## src/common/bulk_file_defines.svh

```systemverilog
// Constants for the bulk data file control block: offsets, codes, resets, names.
`ifndef BULK_FILE_DEFINES_SVH
`define BULK_FILE_DEFINES_SVH
// ----------------------------------------------------------------------------
// Register pages and field offsets
// ----------------------------------------------------------------------------
`define BASE_CONFIG 16'h2800
`define BASE_SHADING 16'h2A80
`define BASE_AOI_LIST 16'h2B00
`define OFS_STATUS 8'h00
`define OFS_CONTROL 8'h01
`define OFS_INFO 8'h02
`define OFS_NAME 8'h03
`define NAME_BYTES 20
// ----------------------------------------------------------------------------
// Control codes, status codes and info codes
// ----------------------------------------------------------------------------
`define CODE_ENUM 8'h00
`define CODE_ENUM_NEXT 8'h01
`define CODE_ACTIVATE 8'h05
`define CODE_CREATE 8'h06
`define STAT_UNAVAIL 8'h00
`define STAT_OK 8'h01
`define STAT_RANGE 8'h80
`define INFO_EXISTS 8'h00
`define INFO_NONE 8'h01
`define INFO_ACTIVE 8'h04
// ----------------------------------------------------------------------------
// File slots, block size and reset values
// ----------------------------------------------------------------------------
`define BLOCK_WORDS 8
`define LAST_WORD 3'h7
`define SLOT_FACTORY 3'h4
`define SLOT_OFFSET 3'h5
`define SLOT_GAIN 3'h6
`define SLOT_AOI 3'h7
`define NV_VALID_ERASED 8'h10
`define FACTORY_WORD 8'hA5
`define RST_CTRL 8'h00
`define RST_NAME 160'h0
// ----------------------------------------------------------------------------
// Fixed file names, left-aligned and zero-padded to 20 bytes
// ----------------------------------------------------------------------------
`define NAME_USER1 {"usercfg01", 88'h0}
`define NAME_USER2 {"usercfg02", 88'h0}
`define NAME_USER3 {"usercfg03", 88'h0}
`define NAME_USER4 {"usercfg04", 88'h0}
`define NAME_FACTORY {"factorycfg", 80'h0}
`define NAME_OFFSET {"offsetshading", 56'h0}
`define NAME_GAIN {"gainshading", 72'h0}
`define NAME_AOI {"aoilist", 104'h0}
`endif

```

## src/common/bulk_file_pkg.sv

```systemverilog
// Types shared by the bulk data file control block and its copy engine.
package bulk_file_pkg;
  typedef logic [7:0] byte_t;
  typedef logic [159:0] name_t;
  typedef logic [2:0] slot_t;
  typedef logic [1:0] inst_t;
  typedef logic [2:0] word_idx_t;
  typedef enum logic [1:0] {ST_BOOT, ST_IDLE, ST_COPY} ctl_state_e;
  typedef enum logic {DIR_SAVE, DIR_LOAD} dir_e;
endpackage : bulk_file_pkg

```

## src/common/copy_if.sv

```systemverilog
// Handshake between the file controller and its block copy engine.
interface copy_if;
  logic start;
  logic step;
  logic done;
  bulk_file_pkg::word_idx_t idx;
  modport engine (input start, output step, output done, output idx);
  modport user (output start, input step, input done, input idx);
endinterface : copy_if

```

## src/design/bulk_data_file_control.sv

```systemverilog
// File controller moving bulk data between working memory and non-volatile files.
`include "bulk_file_defines.svh"

// Summary of operation
// [RL1] Saving a configuration: host writes the file name, then the create code.
// [RL2] Create copies all working configuration words into the named stored file.
// [RL3] At most four user configuration files exist in storage.
// [RL4] Configuration files take only the four fixed user names; others are refused.
// [RL5] Creating an existing configuration file overwrites it with working values.
// [RL6] Offset shading saves under its fixed name through the shading page.
// [RL7] Gain shading create copies working gain values into its fixed file.
// [RL8] Only one gain shading file exists; create overwrites it.
// [RL9] Activate on the configuration page with an existing file name loads it into working memory.
// [RL10] Activate links the file; every reset reloads the linked file.
// [RL11] The factory file name is accepted by activate like a user file.
// [RL12] Enumerate code starts a walk and shows the first stored name.
// [RL13] Info shows exists, exists and activated, or no more files.
// [RL14] Enumerate-next advances to the following stored file and updates info.
// [RL15] Three separate register pages: configuration, shading and area list.
// [RL16] Each page status reads unavailable, valid, or value out of range.
// [RL17] Control acts on the stored full name; copy finishes before new commands.
module bulk_data_file_control (
  input wire logic clk_sys,
  input wire logic reset,
  input wire logic [15:0] reg_addr,
  input wire logic [7:0] reg_wdata,
  input wire logic reg_wr,
  input wire logic reg_rd,
  output logic [7:0] reg_rdata,
  input wire logic nv_erase,
  input wire logic vol_wr_en,
  input wire logic [1:0] vol_wr_block,
  input wire logic [2:0] vol_wr_addr,
  input wire logic [7:0] vol_wr_data,
  input wire logic [1:0] vol_rd_block,
  input wire logic [2:0] vol_rd_addr,
  output logic [7:0] vol_rd_data,
  output logic copy_busy,
  output logic config_loaded
);
  // --------------------------------------------------------------------------
  // Declarations
  // --------------------------------------------------------------------------
  localparam logic [15:0] BASE_CFG = `BASE_CONFIG;
  localparam logic [15:0] BASE_SHD = `BASE_SHADING;
  localparam logic [15:0] BASE_AOI = `BASE_AOI_LIST;

  bulk_file_pkg::byte_t status_ff [3];
  bulk_file_pkg::byte_t info_ff [3];
  bulk_file_pkg::byte_t ctrl_ff [3];
  bulk_file_pkg::name_t name_ff [3];
  bulk_file_pkg::slot_t enum_pos_ff [3];
  logic [7:0] nv_valid_ff;
  bulk_file_pkg::slot_t link_ff;
  bulk_file_pkg::byte_t nv_mem [64];
  bulk_file_pkg::byte_t vol_mem [32];
  bulk_file_pkg::ctl_state_e state_ff;
  bulk_file_pkg::dir_e op_dir_ff;
  bulk_file_pkg::slot_t op_slot_ff;
  logic [1:0] op_block_ff;
  bulk_file_pkg::inst_t op_inst_ff;
  logic [7:0] reg_rdata_ff;
  logic [7:0] vol_rd_data_ff;
  logic copy_busy_ff;
  logic config_loaded_ff;

  logic [10:0] wr_dec;
  logic [10:0] rd_dec;
  logic hit;
  bulk_file_pkg::inst_t hit_inst;
  logic [7:0] ofs;
  logic is_name;
  logic idle;
  logic wr_ctl;
  logic [5:0] rng;
  logic [3:0] search_from;
  logic [3:0] found;
  logic [3:0] nm;
  logic accept_copy;
  logic enum_op;
  logic wr_bad;
  logic load_end;

  copy_if cp ();

  copy_engine u_copy (
    .clk_sys(clk_sys),
    .reset(reset),
    .cp(cp.engine)
  );

  // --------------------------------------------------------------------------
  // Decoding functions
  // --------------------------------------------------------------------------
  // Address to {hit, page, offset}; all pages are 128-byte aligned.
  function automatic logic [10:0] decode_addr(input logic [15:0] a);
    logic [7:0] o;
    o = {1'h0, a[6:0]};
    decode_addr = 11'h0;
    if (a[15:7] == BASE_CFG[15:7]) decode_addr = {1'h1, 2'h0, o};
    else if (a[15:7] == BASE_SHD[15:7]) decode_addr = {1'h1, 2'h1, o};
    else if (a[15:7] == BASE_AOI[15:7]) decode_addr = {1'h1, 2'h2, o};
  endfunction

  // First and last stored slot owned by each page.
  function automatic logic [5:0] slot_range(input bulk_file_pkg::inst_t i);
    unique case (i)
      2'h0: slot_range = {3'h0, `SLOT_FACTORY};
      2'h1: slot_range = {`SLOT_OFFSET, `SLOT_GAIN};
      default: slot_range = {`SLOT_AOI, `SLOT_AOI};
    endcase
  endfunction

  // Fixed name of each stored slot.
  function automatic bulk_file_pkg::name_t slot_name(input bulk_file_pkg::slot_t s);
    unique case (s)
      3'h0: slot_name = `NAME_USER1;
      3'h1: slot_name = `NAME_USER2;
      3'h2: slot_name = `NAME_USER3;
      3'h3: slot_name = `NAME_USER4;
      3'h4: slot_name = `NAME_FACTORY;
      3'h5: slot_name = `NAME_OFFSET;
      3'h6: slot_name = `NAME_GAIN;
      default: slot_name = `NAME_AOI;
    endcase
  endfunction

  // Working memory block that each stored slot belongs to.
  function automatic logic [1:0] slot_block(input bulk_file_pkg::slot_t s);
    if (s <= `SLOT_FACTORY) slot_block = 2'h0;
    else if (s == `SLOT_OFFSET) slot_block = 2'h1;
    else if (s == `SLOT_GAIN) slot_block = 2'h2;
    else slot_block = 2'h3;
  endfunction

  // Name match within a page: {found, slot}; unknown names do not match.
  function automatic logic [3:0] decode_name(input bulk_file_pkg::inst_t i,
                                             input bulk_file_pkg::name_t n);
    logic [5:0] r;
    r = slot_range(i);
    decode_name = 4'h0;
    for (int s = 0; s < 8; s++) begin
      if (!decode_name[3] && s >= r[5:3] && s <= r[2:0] && slot_name(3'(s)) == n) begin
        decode_name = {1'h1, 3'(s)}; // RL4
      end
    end
  endfunction

  // First valid slot at or above from, within lo..hi: {found, slot}.
  function automatic logic [3:0] find_slot(input logic [7:0] v, input logic [3:0] from,
                                           input logic [5:0] r);
    find_slot = 4'h0;
    for (int s = 0; s < 8; s++) begin
      if (!find_slot[3] && s >= from && s >= r[5:3] && s <= r[2:0] && v[s]) begin
        find_slot = {1'h1, 3'(s)};
      end
    end
  endfunction

  // --------------------------------------------------------------------------
  // Command decode
  // --------------------------------------------------------------------------
  // Writes and reads share one decoder; each page is its own register set.
  assign wr_dec = decode_addr(reg_addr); // RL15
  assign rd_dec = wr_dec;
  assign hit = wr_dec[10];
  assign hit_inst = wr_dec[9:8];
  assign ofs = wr_dec[7:0];
  assign is_name = (ofs >= `OFS_NAME) && (int'(ofs) < int'(`OFS_NAME) + `NAME_BYTES);
  assign idle = (state_ff == bulk_file_pkg::ST_IDLE);
  assign wr_ctl = reg_wr && hit && (ofs == `OFS_CONTROL);
  assign rng = slot_range(hit_inst);
  assign search_from = (reg_wdata == `CODE_ENUM) ? {1'h0, rng[5:3]} :
                       ({1'h0, enum_pos_ff[hit_inst]} + 4'h1); // RL14
  assign found = find_slot(nv_valid_ff, search_from, rng);
  assign nm = decode_name(hit_inst, name_ff[hit_inst]); // RL17

  // Create takes any fixed name of its own page but the factory one; activate needs an existing file.
  assign accept_copy = idle && wr_ctl && nm[3] &&
    ((reg_wdata == `CODE_CREATE && nm[2:0] != `SLOT_FACTORY) || // RL1 RL5 RL6 RL8
     (reg_wdata == `CODE_ACTIVATE && hit_inst == 2'h0 && nv_valid_ff[nm[2:0]])); // RL9 RL11
  assign enum_op = idle && wr_ctl &&
    (reg_wdata == `CODE_ENUM || reg_wdata == `CODE_ENUM_NEXT); // RL12
  // Busy, unknown code or unknown name: refused and flagged.
  assign wr_bad = reg_wr && hit &&
    ((ofs == `OFS_CONTROL && !accept_copy && !enum_op) || (is_name && !idle)); // RL17
  assign load_end = cp.done && (op_dir_ff == bulk_file_pkg::DIR_LOAD);
  assign cp.start = (state_ff == bulk_file_pkg::ST_BOOT) || accept_copy;

  // --------------------------------------------------------------------------
  // Sequencer
  // --------------------------------------------------------------------------
  // Boot load after reset, then idle; a copy holds off all new commands.
  always_ff @(posedge clk_sys) begin
    if (reset) begin
      state_ff <= bulk_file_pkg::ST_BOOT;
    end else begin
      unique case (state_ff)
        bulk_file_pkg::ST_BOOT: state_ff <= bulk_file_pkg::ST_COPY; // RL10
        bulk_file_pkg::ST_IDLE: if (accept_copy) state_ff <= bulk_file_pkg::ST_COPY;
        bulk_file_pkg::ST_COPY: if (cp.done) state_ff <= bulk_file_pkg::ST_IDLE; // RL17
      endcase
    end
  end

  // Operation latched at its start: direction, stored slot, working block.
  always_ff @(posedge clk_sys) begin
    if (reset) begin
      op_dir_ff <= bulk_file_pkg::DIR_LOAD;
      op_slot_ff <= `SLOT_FACTORY;
      op_block_ff <= 2'h0;
      op_inst_ff <= 2'h0;
    end else if (state_ff == bulk_file_pkg::ST_BOOT) begin
      op_dir_ff <= bulk_file_pkg::DIR_LOAD;
      op_slot_ff <= link_ff; // RL10
      op_block_ff <= 2'h0;
      op_inst_ff <= 2'h0;
    end else if (accept_copy) begin
      op_dir_ff <= (reg_wdata == `CODE_CREATE) ? bulk_file_pkg::DIR_SAVE :
                   bulk_file_pkg::DIR_LOAD;
      op_slot_ff <= nm[2:0];
      op_block_ff <= slot_block(nm[2:0]); // RL6 RL7
      op_inst_ff <= hit_inst;
    end
  end

  // --------------------------------------------------------------------------
  // Non-volatile storage: contents, valid flags and link survive reset
  // --------------------------------------------------------------------------
  // Storage words: erase writes the factory file; a save step writes one word.
  always_ff @(posedge clk_sys) begin
    if (nv_erase) begin
      for (int k = 0; k < `BLOCK_WORDS; k++) begin
        nv_mem[{`SLOT_FACTORY, 3'(k)}] <= `FACTORY_WORD;
      end
    end else if (cp.step && op_dir_ff == bulk_file_pkg::DIR_SAVE) begin
      nv_mem[{op_slot_ff, cp.idx}] <= vol_mem[{op_block_ff, cp.idx}]; // RL2 RL5 RL8
    end
  end

  // A finished save marks its slot as stored; only eight fixed slots exist.
  always_ff @(posedge clk_sys) begin
    if (nv_erase) begin
      nv_valid_ff <= `NV_VALID_ERASED;
    end else if (cp.done && op_dir_ff == bulk_file_pkg::DIR_SAVE) begin
      nv_valid_ff[op_slot_ff] <= 1'h1; // RL3
    end
  end

  // The link follows each finished configuration load.
  always_ff @(posedge clk_sys) begin
    if (nv_erase) begin
      link_ff <= `SLOT_FACTORY;
    end else if (load_end && op_inst_ff == 2'h0) begin
      link_ff <= op_slot_ff; // RL10
    end
  end

  // --------------------------------------------------------------------------
  // Working memory
  // --------------------------------------------------------------------------
  // Loads take priority; an outside write during a load step is dropped.
  always_ff @(posedge clk_sys) begin
    if (cp.step && op_dir_ff == bulk_file_pkg::DIR_LOAD) begin
      vol_mem[{op_block_ff, cp.idx}] <= nv_mem[{op_slot_ff, cp.idx}]; // RL9
    end else if (vol_wr_en) begin
      vol_mem[{vol_wr_block, vol_wr_addr}] <= vol_wr_data;
    end
  end

  // Working memory read port, one cycle latency.
  always_ff @(posedge clk_sys) begin
    if (reset) begin
      vol_rd_data_ff <= 8'h00;
    end else begin
      vol_rd_data_ff <= vol_mem[{vol_rd_block, vol_rd_addr}];
    end
  end

  // --------------------------------------------------------------------------
  // Per-page registers
  // --------------------------------------------------------------------------
  for (genvar i = 0; i < 3; i++) begin : g_page
    logic sel;
    assign sel = hit && (hit_inst == 2'(i));

    // Status: out of range after a refused write, valid after an accepted one.
    always_ff @(posedge clk_sys) begin
      if (reset) begin
        status_ff[i] <= `STAT_OK;
      end else if (wr_bad && sel) begin
        status_ff[i] <= `STAT_RANGE; // RL16
      end else if (reg_wr && sel && (ofs == `OFS_CONTROL || is_name)) begin
        status_ff[i] <= `STAT_OK; // RL16
      end
    end

    // Control field keeps the last code written.
    always_ff @(posedge clk_sys) begin
      if (reset) begin
        ctrl_ff[i] <= `RST_CTRL;
      end else if (wr_ctl && sel) begin
        ctrl_ff[i] <= reg_wdata;
      end
    end

    // Enumeration result: activated, plain, or end of list.
    always_ff @(posedge clk_sys) begin
      if (reset) begin
        info_ff[i] <= `INFO_NONE;
        enum_pos_ff[i] <= 3'h0;
      end else if (enum_op && sel) begin
        if (!found[3]) begin
          info_ff[i] <= `INFO_NONE; // RL13
        end else if (i == 0 && found[2:0] == link_ff) begin
          info_ff[i] <= `INFO_ACTIVE; // RL13
        end else begin
          info_ff[i] <= `INFO_EXISTS; // RL13
        end
        if (found[3]) enum_pos_ff[i] <= found[2:0]; // RL14
      end
    end

    // Name field: byte writes while idle, or the name shown by enumeration.
    always_ff @(posedge clk_sys) begin
      if (reset) begin
        name_ff[i] <= `RST_NAME;
      end else if (enum_op && sel && found[3]) begin
        name_ff[i] <= slot_name(found[2:0]); // RL12 RL14
      end else if (reg_wr && sel && is_name && idle) begin
        for (int k = 0; k < `NAME_BYTES; k++) begin
          if (int'(ofs) == int'(`OFS_NAME) + k) name_ff[i][159 - 8 * k -: 8] <= reg_wdata;
        end
      end
    end
  end

  // --------------------------------------------------------------------------
  // Read port and outputs
  // --------------------------------------------------------------------------
  // Read data stands only in the cycle after the strobe; unmapped reads zero.
  always_ff @(posedge clk_sys) begin
    if (reset || !reg_rd || !rd_dec[10]) begin
      reg_rdata_ff <= 8'h00;
    end else if (rd_dec[7:0] == `OFS_STATUS) begin
      reg_rdata_ff <= idle ? status_ff[rd_dec[9:8]] : `STAT_UNAVAIL; // RL16
    end else if (rd_dec[7:0] == `OFS_CONTROL) begin
      reg_rdata_ff <= ctrl_ff[rd_dec[9:8]];
    end else if (rd_dec[7:0] == `OFS_INFO) begin
      reg_rdata_ff <= info_ff[rd_dec[9:8]];
    end else begin
      reg_rdata_ff <= 8'h00;
      for (int k = 0; k < `NAME_BYTES; k++) begin
        if (int'(rd_dec[7:0]) == int'(`OFS_NAME) + k) begin
          reg_rdata_ff <= name_ff[rd_dec[9:8]][159 - 8 * k -: 8];
        end
      end
    end
  end

  // Busy and configuration-loaded flags for the rest of the device.
  always_ff @(posedge clk_sys) begin
    if (reset) begin
      copy_busy_ff <= 1'h0;
      config_loaded_ff <= 1'h0;
    end else begin
      copy_busy_ff <= !idle;
      config_loaded_ff <= load_end && op_block_ff == 2'h0; // RL10
    end
  end

  assign reg_rdata = reg_rdata_ff;
  assign vol_rd_data = vol_rd_data_ff;
  assign copy_busy = copy_busy_ff;
  assign config_loaded = config_loaded_ff;
endmodule // bulk_data_file_control

```

## src/design/copy_engine.sv

```systemverilog
// Word sequencer that walks one data block, one word per cycle.
`include "bulk_file_defines.svh"

module copy_engine (
  input wire logic clk_sys,
  input wire logic reset,
  copy_if.engine cp
);
  logic run_ff;
  bulk_file_pkg::word_idx_t idx_ff;

  // Run flag: raised by a start, dropped after the last word.
  always_ff @(posedge clk_sys) begin
    if (reset) begin
      run_ff <= 1'h0;
    end else if (cp.start) begin
      run_ff <= 1'h1;
    end else if (run_ff && idx_ff == `LAST_WORD) begin
      run_ff <= 1'h0;
    end
  end

  // Word index restarts at zero on every start.
  always_ff @(posedge clk_sys) begin
    if (reset || cp.start) begin
      idx_ff <= 3'h0;
    end else if (run_ff) begin
      idx_ff <= idx_ff + 3'h1;
    end
  end

  // One step per running cycle; done marks the final word.
  assign cp.step = run_ff;
  assign cp.idx = idx_ff;
  assign cp.done = run_ff && (idx_ff == `LAST_WORD);
endmodule // copy_engine

```

## config.mk

```make
export PLATFORM = sky130hd
export DESIGN_NAME = bulk_data_file_control
export DESIGN_NICKNAME = d
export VERILOG_FILES = /design/src/common/bulk_file_pkg.sv /design/src/common/copy_if.sv /design/src/design/bulk_data_file_control.sv /design/src/design/copy_engine.sv
export VERILOG_INCLUDE_DIRS = /design/src /design/src/common
export SDC_FILE = /design/constraint.sdc
export NUM_CORES = 2
export LEC_CHECK = 0
export BUFFER_PORTS_ARGS = -buffer_cell sky130_fd_sc_hd__buf_2
export CORE_MARGIN = 4
export CORE_UTILIZATION = 45
export DETAILED_ROUTE_END_ITERATION = 8
export GPL_TIMING_DRIVEN = 0
export PLACE_DENSITY_LB_ADDON = 0.12
export SLEW_MARGIN = 20
export SYNTH_ARGS = -nofsm -noshare
export SYNTH_HDL_FRONTEND = slang
export SYNTH_SLANG_ARGS = --single-unit
export TNS_END_PERCENT = 1
```

## constraint.sdc

```tcl
create_clock -name clk_sys -period 6.17 [get_ports clk_sys]
set_input_delay 0.617 -clock clk_sys [delete_from_list [all_inputs] [get_ports clk_sys]]
set_output_delay 0.617 -clock clk_sys [all_outputs]
set_load 0.01 [all_outputs]
```

==> flow_summary_export.csv <==
group,metric,value,unit
clocking,postCtsHoldBufs,0,
drt,detail_route.iter0.violations,9710,
yosys,mappedNetlistArea,61400,µm²
layout,finish.net_count,5238,
clocking,clk_root_buffer_cell,"sky130_fd_sc_hd__clkbuf_16",
hold_path,hold_class,"input port to flip-flop",
drt,detailedRoute.firstPassIterationCount,7,
sta,worstMarginPinSlew,1.35,ns
sta,final.period_utilization,106,%
grt,first_pass_grt_wire_length,437000,µm
clocking,clk_pin_slew_worst_paths,0.06,ns
yosys,yosys_most_used_dff,"sky130_fd_sc_hd__edfxtp_1",
clocking,cts-htree-levels,4,
power,ir_drop_worst_vdd,0.000355,V
sta,finalClockSkew,0.0495,ns
yosys,synthCells,4940,
worst_setup_path,endpoint_kind_of_the_worst_setup_timing_path,"flip-flop",
placed_design,place.gp.congestion,1.08,
sta,hold_viol_final,0,
drt,detailroute.via_count,52324,
clocking,cts_inserted_buffers,144,
status,failing_checks,"negative setup slack",
yosys,synth_enable_flop_cells,1291,
drt,route.antenna.remaining_nets,0,
sta,final_critical_path_setup_slack,-0.378,ns
floorplanning,row_cnt,135,
layout,final_util,52.0,%
yosys,ys_warn_count,0,
flow_run,drv_cap,0,
clocking,clkSinkCount,1334,
sta,max_freq,153,MHz
worst_setup_path,worstSetupPathType,"input port to flip-flop",
floorplanning,core_box_area,135000,µm²
sta,timing.slew.headroom,10.2,%
layout,layout-area-overhead-vs-synth,14.7,%
power,total_power,21.1,mW
worst_setup_path,cp_data_required_time,6.54,ns
power,powerDensity,300,nW/µm²
sta,period_minus_slack,6.55,ns
worst_setup_path,startpoint_class,"input port",
yosys,postSynthNetCount,4991,
yosys,post_synth.cell_area_avg,12.4,µm²
yosys,ys_types,99,
floorplanning,ioPinCount,66,
yosys,synth-async-reset-ratio,0,%
placed_design,detailedPlacementHpwl,245000,µm
grt,grt_pass1_vias,48058,
grt,grt_overflow_total,0,
layout,final_layout_size_suffix_gt1_share,14.4,%
floorplanning,floorplan.die.height,377,µm
drt,post_drt_wl_per_cell,47.1,µm
power,p_leak,23.2,nW
grt,all_layer_gr_usage,46.3,%
yosys,ys_ff_latch,1334,
sta,finalSetupViolations,408,
drt,route.detailed.drc,0,
grt,antenna_found_initial,34,
yosys,synth_seq_area_share,64.6,%
sta,slew_viol_final,0,
floorplanning,chipWidth,377,µm
grt,largest_net_degree_at_the_start_of_global_routing,49,
placed_design,port_buffers,51,
drt,vias_cell,7.36,
floorplanning,fp.dieArea,142000,µm²
status,status,"complete, but fails checks",
worst_setup_path,critPathArrivalTime,6.92,ns
clocking,clk-insertion-delay-late,0.84,ns
sta,grt_setup_unrepaired,"yes",
clocking,cts_buffer_depth,3,
clocking,tritoncts,"yes",
sta,totalNegativeSetupSlack,-50.62,ns
worst_setup_path,crit_fanout,11,
drt,drt-total-wl,335000,µm
floorplanning,initial_cell_density_of_the_core,45.3,%
final timing paths:
path / startpoint / end / slack, ns / cells after the start
worst min-delay path: vol_rd_block[1] / vol_rd_data[2]$_SDFF_PP0_ / 0.40 / 3
worst max-delay path: reg_addr[10] / name_ff[2][13]$_SDFFCE_PN0P_ / -0.38 / 12
worst min register to register: op_inst_ff[0]$_SDFFE_PP0P_ / op_inst_ff[0]$_SDFFE_PP0P_ / 0.45 / 2
worst max register to register: u_copy.cp.idx[0]$_SDFFE_PP0P_ / nv_mem[2][0]$_DFFE_PP_ / -0.21 / 12
cells in the mapped netlist (all sizes together), types with 22 or more instances:
master | n | area share, %
nand3 | 143 | 1.2
a31oi | 59 | 0.60
edfxtp | 1291 | 63
o32ai | 28 | 0.44
a21oi | 114 | 0.93
and3 | 72 | 0.73
o221ai | 25 | 0.36
and2 | 168 | 1.7
o22ai | 50 | 0.51
a22oi | 281 | 3.4
o211ai | 67 | 0.82
a22o | 47 | 0.67
a41oi | 35 | 0.50
mux4 | 82 | 3.0
dfxtp | 43 | 1.4
inv | 58 | 0.35
o21ai | 298 | 2.4
or3 | 22 | 0.22
nor4 | 67 | 0.68
nand4 | 81 | 0.83
a211oi | 22 | 0.27
buf | 94 | 0.67
mux2i | 43 | 0.70
a221oi | 54 | 0.77
nor3 | 65 | 0.59
nand2b | 38 | 0.39
nand2 | 412 | 2.5
nor2 | 521 | 3.2
clkbuf | 311 | 1.9
routing by layer:
metal  track usage, %  vias up  part of all wire (%)
li1                 -    19891                     -
met2             67.9     4943                    42
met5                0        -                 0.073
met3             16.4     1392                    13
met1             55.4    26074                    34
met4             36.7       24                    10
stage by stage:
stage	hold slack, ns	instances	worst slack (ns)	instance area, µm²
after detailed placement	0.446	6804	-2.92	64600
after floorplan	0.424	4940	1.04	61400
after global placement	0.436	6772	-4.03	63800
final	0.396	7114	-0.378	70400
after global routing	0.401	7091	-0.128	70400
after CTS	0.364	7074	-0.302	70000
critical path, cell delays in order:
cell	delay, ns
sky130_fd_sc_hd__clkbuf_2	0.32
sky130_fd_sc_hd__and4bb_2	0.46
sky130_fd_sc_hd__nand3_2	0.49
sky130_fd_sc_hd__clkbuf_2	0.50
sky130_fd_sc_hd__clkbuf_2	0.58
sky130_fd_sc_hd__buf_2	0.75
sky130_fd_sc_hd__clkbuf_2	0.71
sky130_fd_sc_hd__clkbuf_2	0.48
sky130_fd_sc_hd__nor2_1	0.09
sky130_fd_sc_hd__nor2_1	0.65
sky130_fd_sc_hd__clkbuf_2	0.63
sky130_fd_sc_hd__o21ai_0	0.58
report_power, final:
| group | internal, mW | total (mW) | switching (mW) |
|---|---|---|---|
| combinational | 0.349 | 1.53 | 1.18 |
| clock | 5.13 | 9.22 | 4.08 |
| sequential | 10.2 | 10.3 | 0.150 |
cell usage in the layout, fill, tap and decap left out, types with 22 or more instances in the layout:
| master | synthesis | layout |
|---|---|---|
| sky130_fd_sc_hd__inv_1 | 58 | 50 |
| sky130_fd_sc_hd__a31oi_1 | 59 | 52 |
| sky130_fd_sc_hd__and3_1 | 72 | 71 |
| sky130_fd_sc_hd__buf_2 | 36 | 101 |
| sky130_fd_sc_hd__nor4_1 | 67 | 57 |
| sky130_fd_sc_hd__and2_1 | 166 | 166 |
| sky130_fd_sc_hd__o32ai_1 | 26 | 25 |
| sky130_fd_sc_hd__nor2_1 | 521 | 513 |
| sky130_fd_sc_hd__edfxtp_1 | 1291 | 1291 |
| sky130_fd_sc_hd__mux2i_1 | 43 | 41 |
| sky130_fd_sc_hd__nand2b_1 | 38 | 38 |
| sky130_fd_sc_hd__nand4_1 | 81 | 81 |
| sky130_fd_sc_hd__o211ai_1 | 67 | 67 |
| sky130_fd_sc_hd__o21ai_0 | 290 | 228 |
| sky130_fd_sc_hd__o21ai_2 | 0 | 36 |
| sky130_fd_sc_hd__clkinv_2 | 0 | 24 |
| sky130_fd_sc_hd__a21oi_1 | 114 | 112 |
| sky130_fd_sc_hd__clkinv_1 | 3 | 27 |
| sky130_fd_sc_hd__diode_2 | 0 | 25 |
| sky130_fd_sc_hd__buf_4 | 1 | 40 |
| sky130_fd_sc_hd__clkbuf_2 | 0 | 103 |
| sky130_fd_sc_hd__a221oi_1 | 54 | 52 |
| sky130_fd_sc_hd__a22o_1 | 47 | 47 |
| sky130_fd_sc_hd__a41oi_1 | 35 | 35 |
| sky130_fd_sc_hd__clkbuf_16 | 0 | 145 |
| sky130_fd_sc_hd__clkbuf_1 | 311 | 214 |
| sky130_fd_sc_hd__nand3_1 | 143 | 140 |
| sky130_fd_sc_hd__or3_1 | 22 | 22 |
| sky130_fd_sc_hd__o21ai_1 | 8 | 33 |
| sky130_fd_sc_hd__o22ai_1 | 50 | 48 |
| sky130_fd_sc_hd__mux4_2 | 82 | 82 |
| sky130_fd_sc_hd__dfxtp_1 | 43 | 43 |
| sky130_fd_sc_hd__nor3_1 | 60 | 54 |
| sky130_fd_sc_hd__buf_1 | 56 | 31 |
| sky130_fd_sc_hd__a22oi_1 | 281 | 280 |
| sky130_fd_sc_hd__nand2_1 | 412 | 408 |
kinds of logic after synthesis:
logic type	share of synthesized area (%)
xor+xnor	0.126
compound gates	14.5
fa+ha+maj	0.0612
buf+inv	2.94
flops	64.6
simple gates	13.8
mux	4.04
cell type report:
class                      count  area (µm²)
antenna                       25        62.6
buffer                       403        1850
clock buffer                 175        3770
clock inverter                92        1190
fill                       11693       65100
inverter                      61         231
multi-input combinational   3140       20600
sequential                  1334       39600
tap                         1781        2230
timing repair buffer         103         868
what timing repair did:
item,4_1_cts,5_1_grt
setup endpoints to repair,901,830
resized for setup,155,100
buffers inserted,5,15
pin swaps,5,9
registers in the layout (all words and copies together) (netlist names), 8 cells and up:
| name | cells |
|---|---|
| enum_pos_ff | 9 |
| vol_rd_data | 8 |
| reg_rdata | 8 |
| nv_mem | 512 |
| nv_valid_ff | 8 |
| name_ff | 480 |
| vol_mem | 256 |
| ctrl_ff | 24 |
Power figures use the tool's default switching activity.
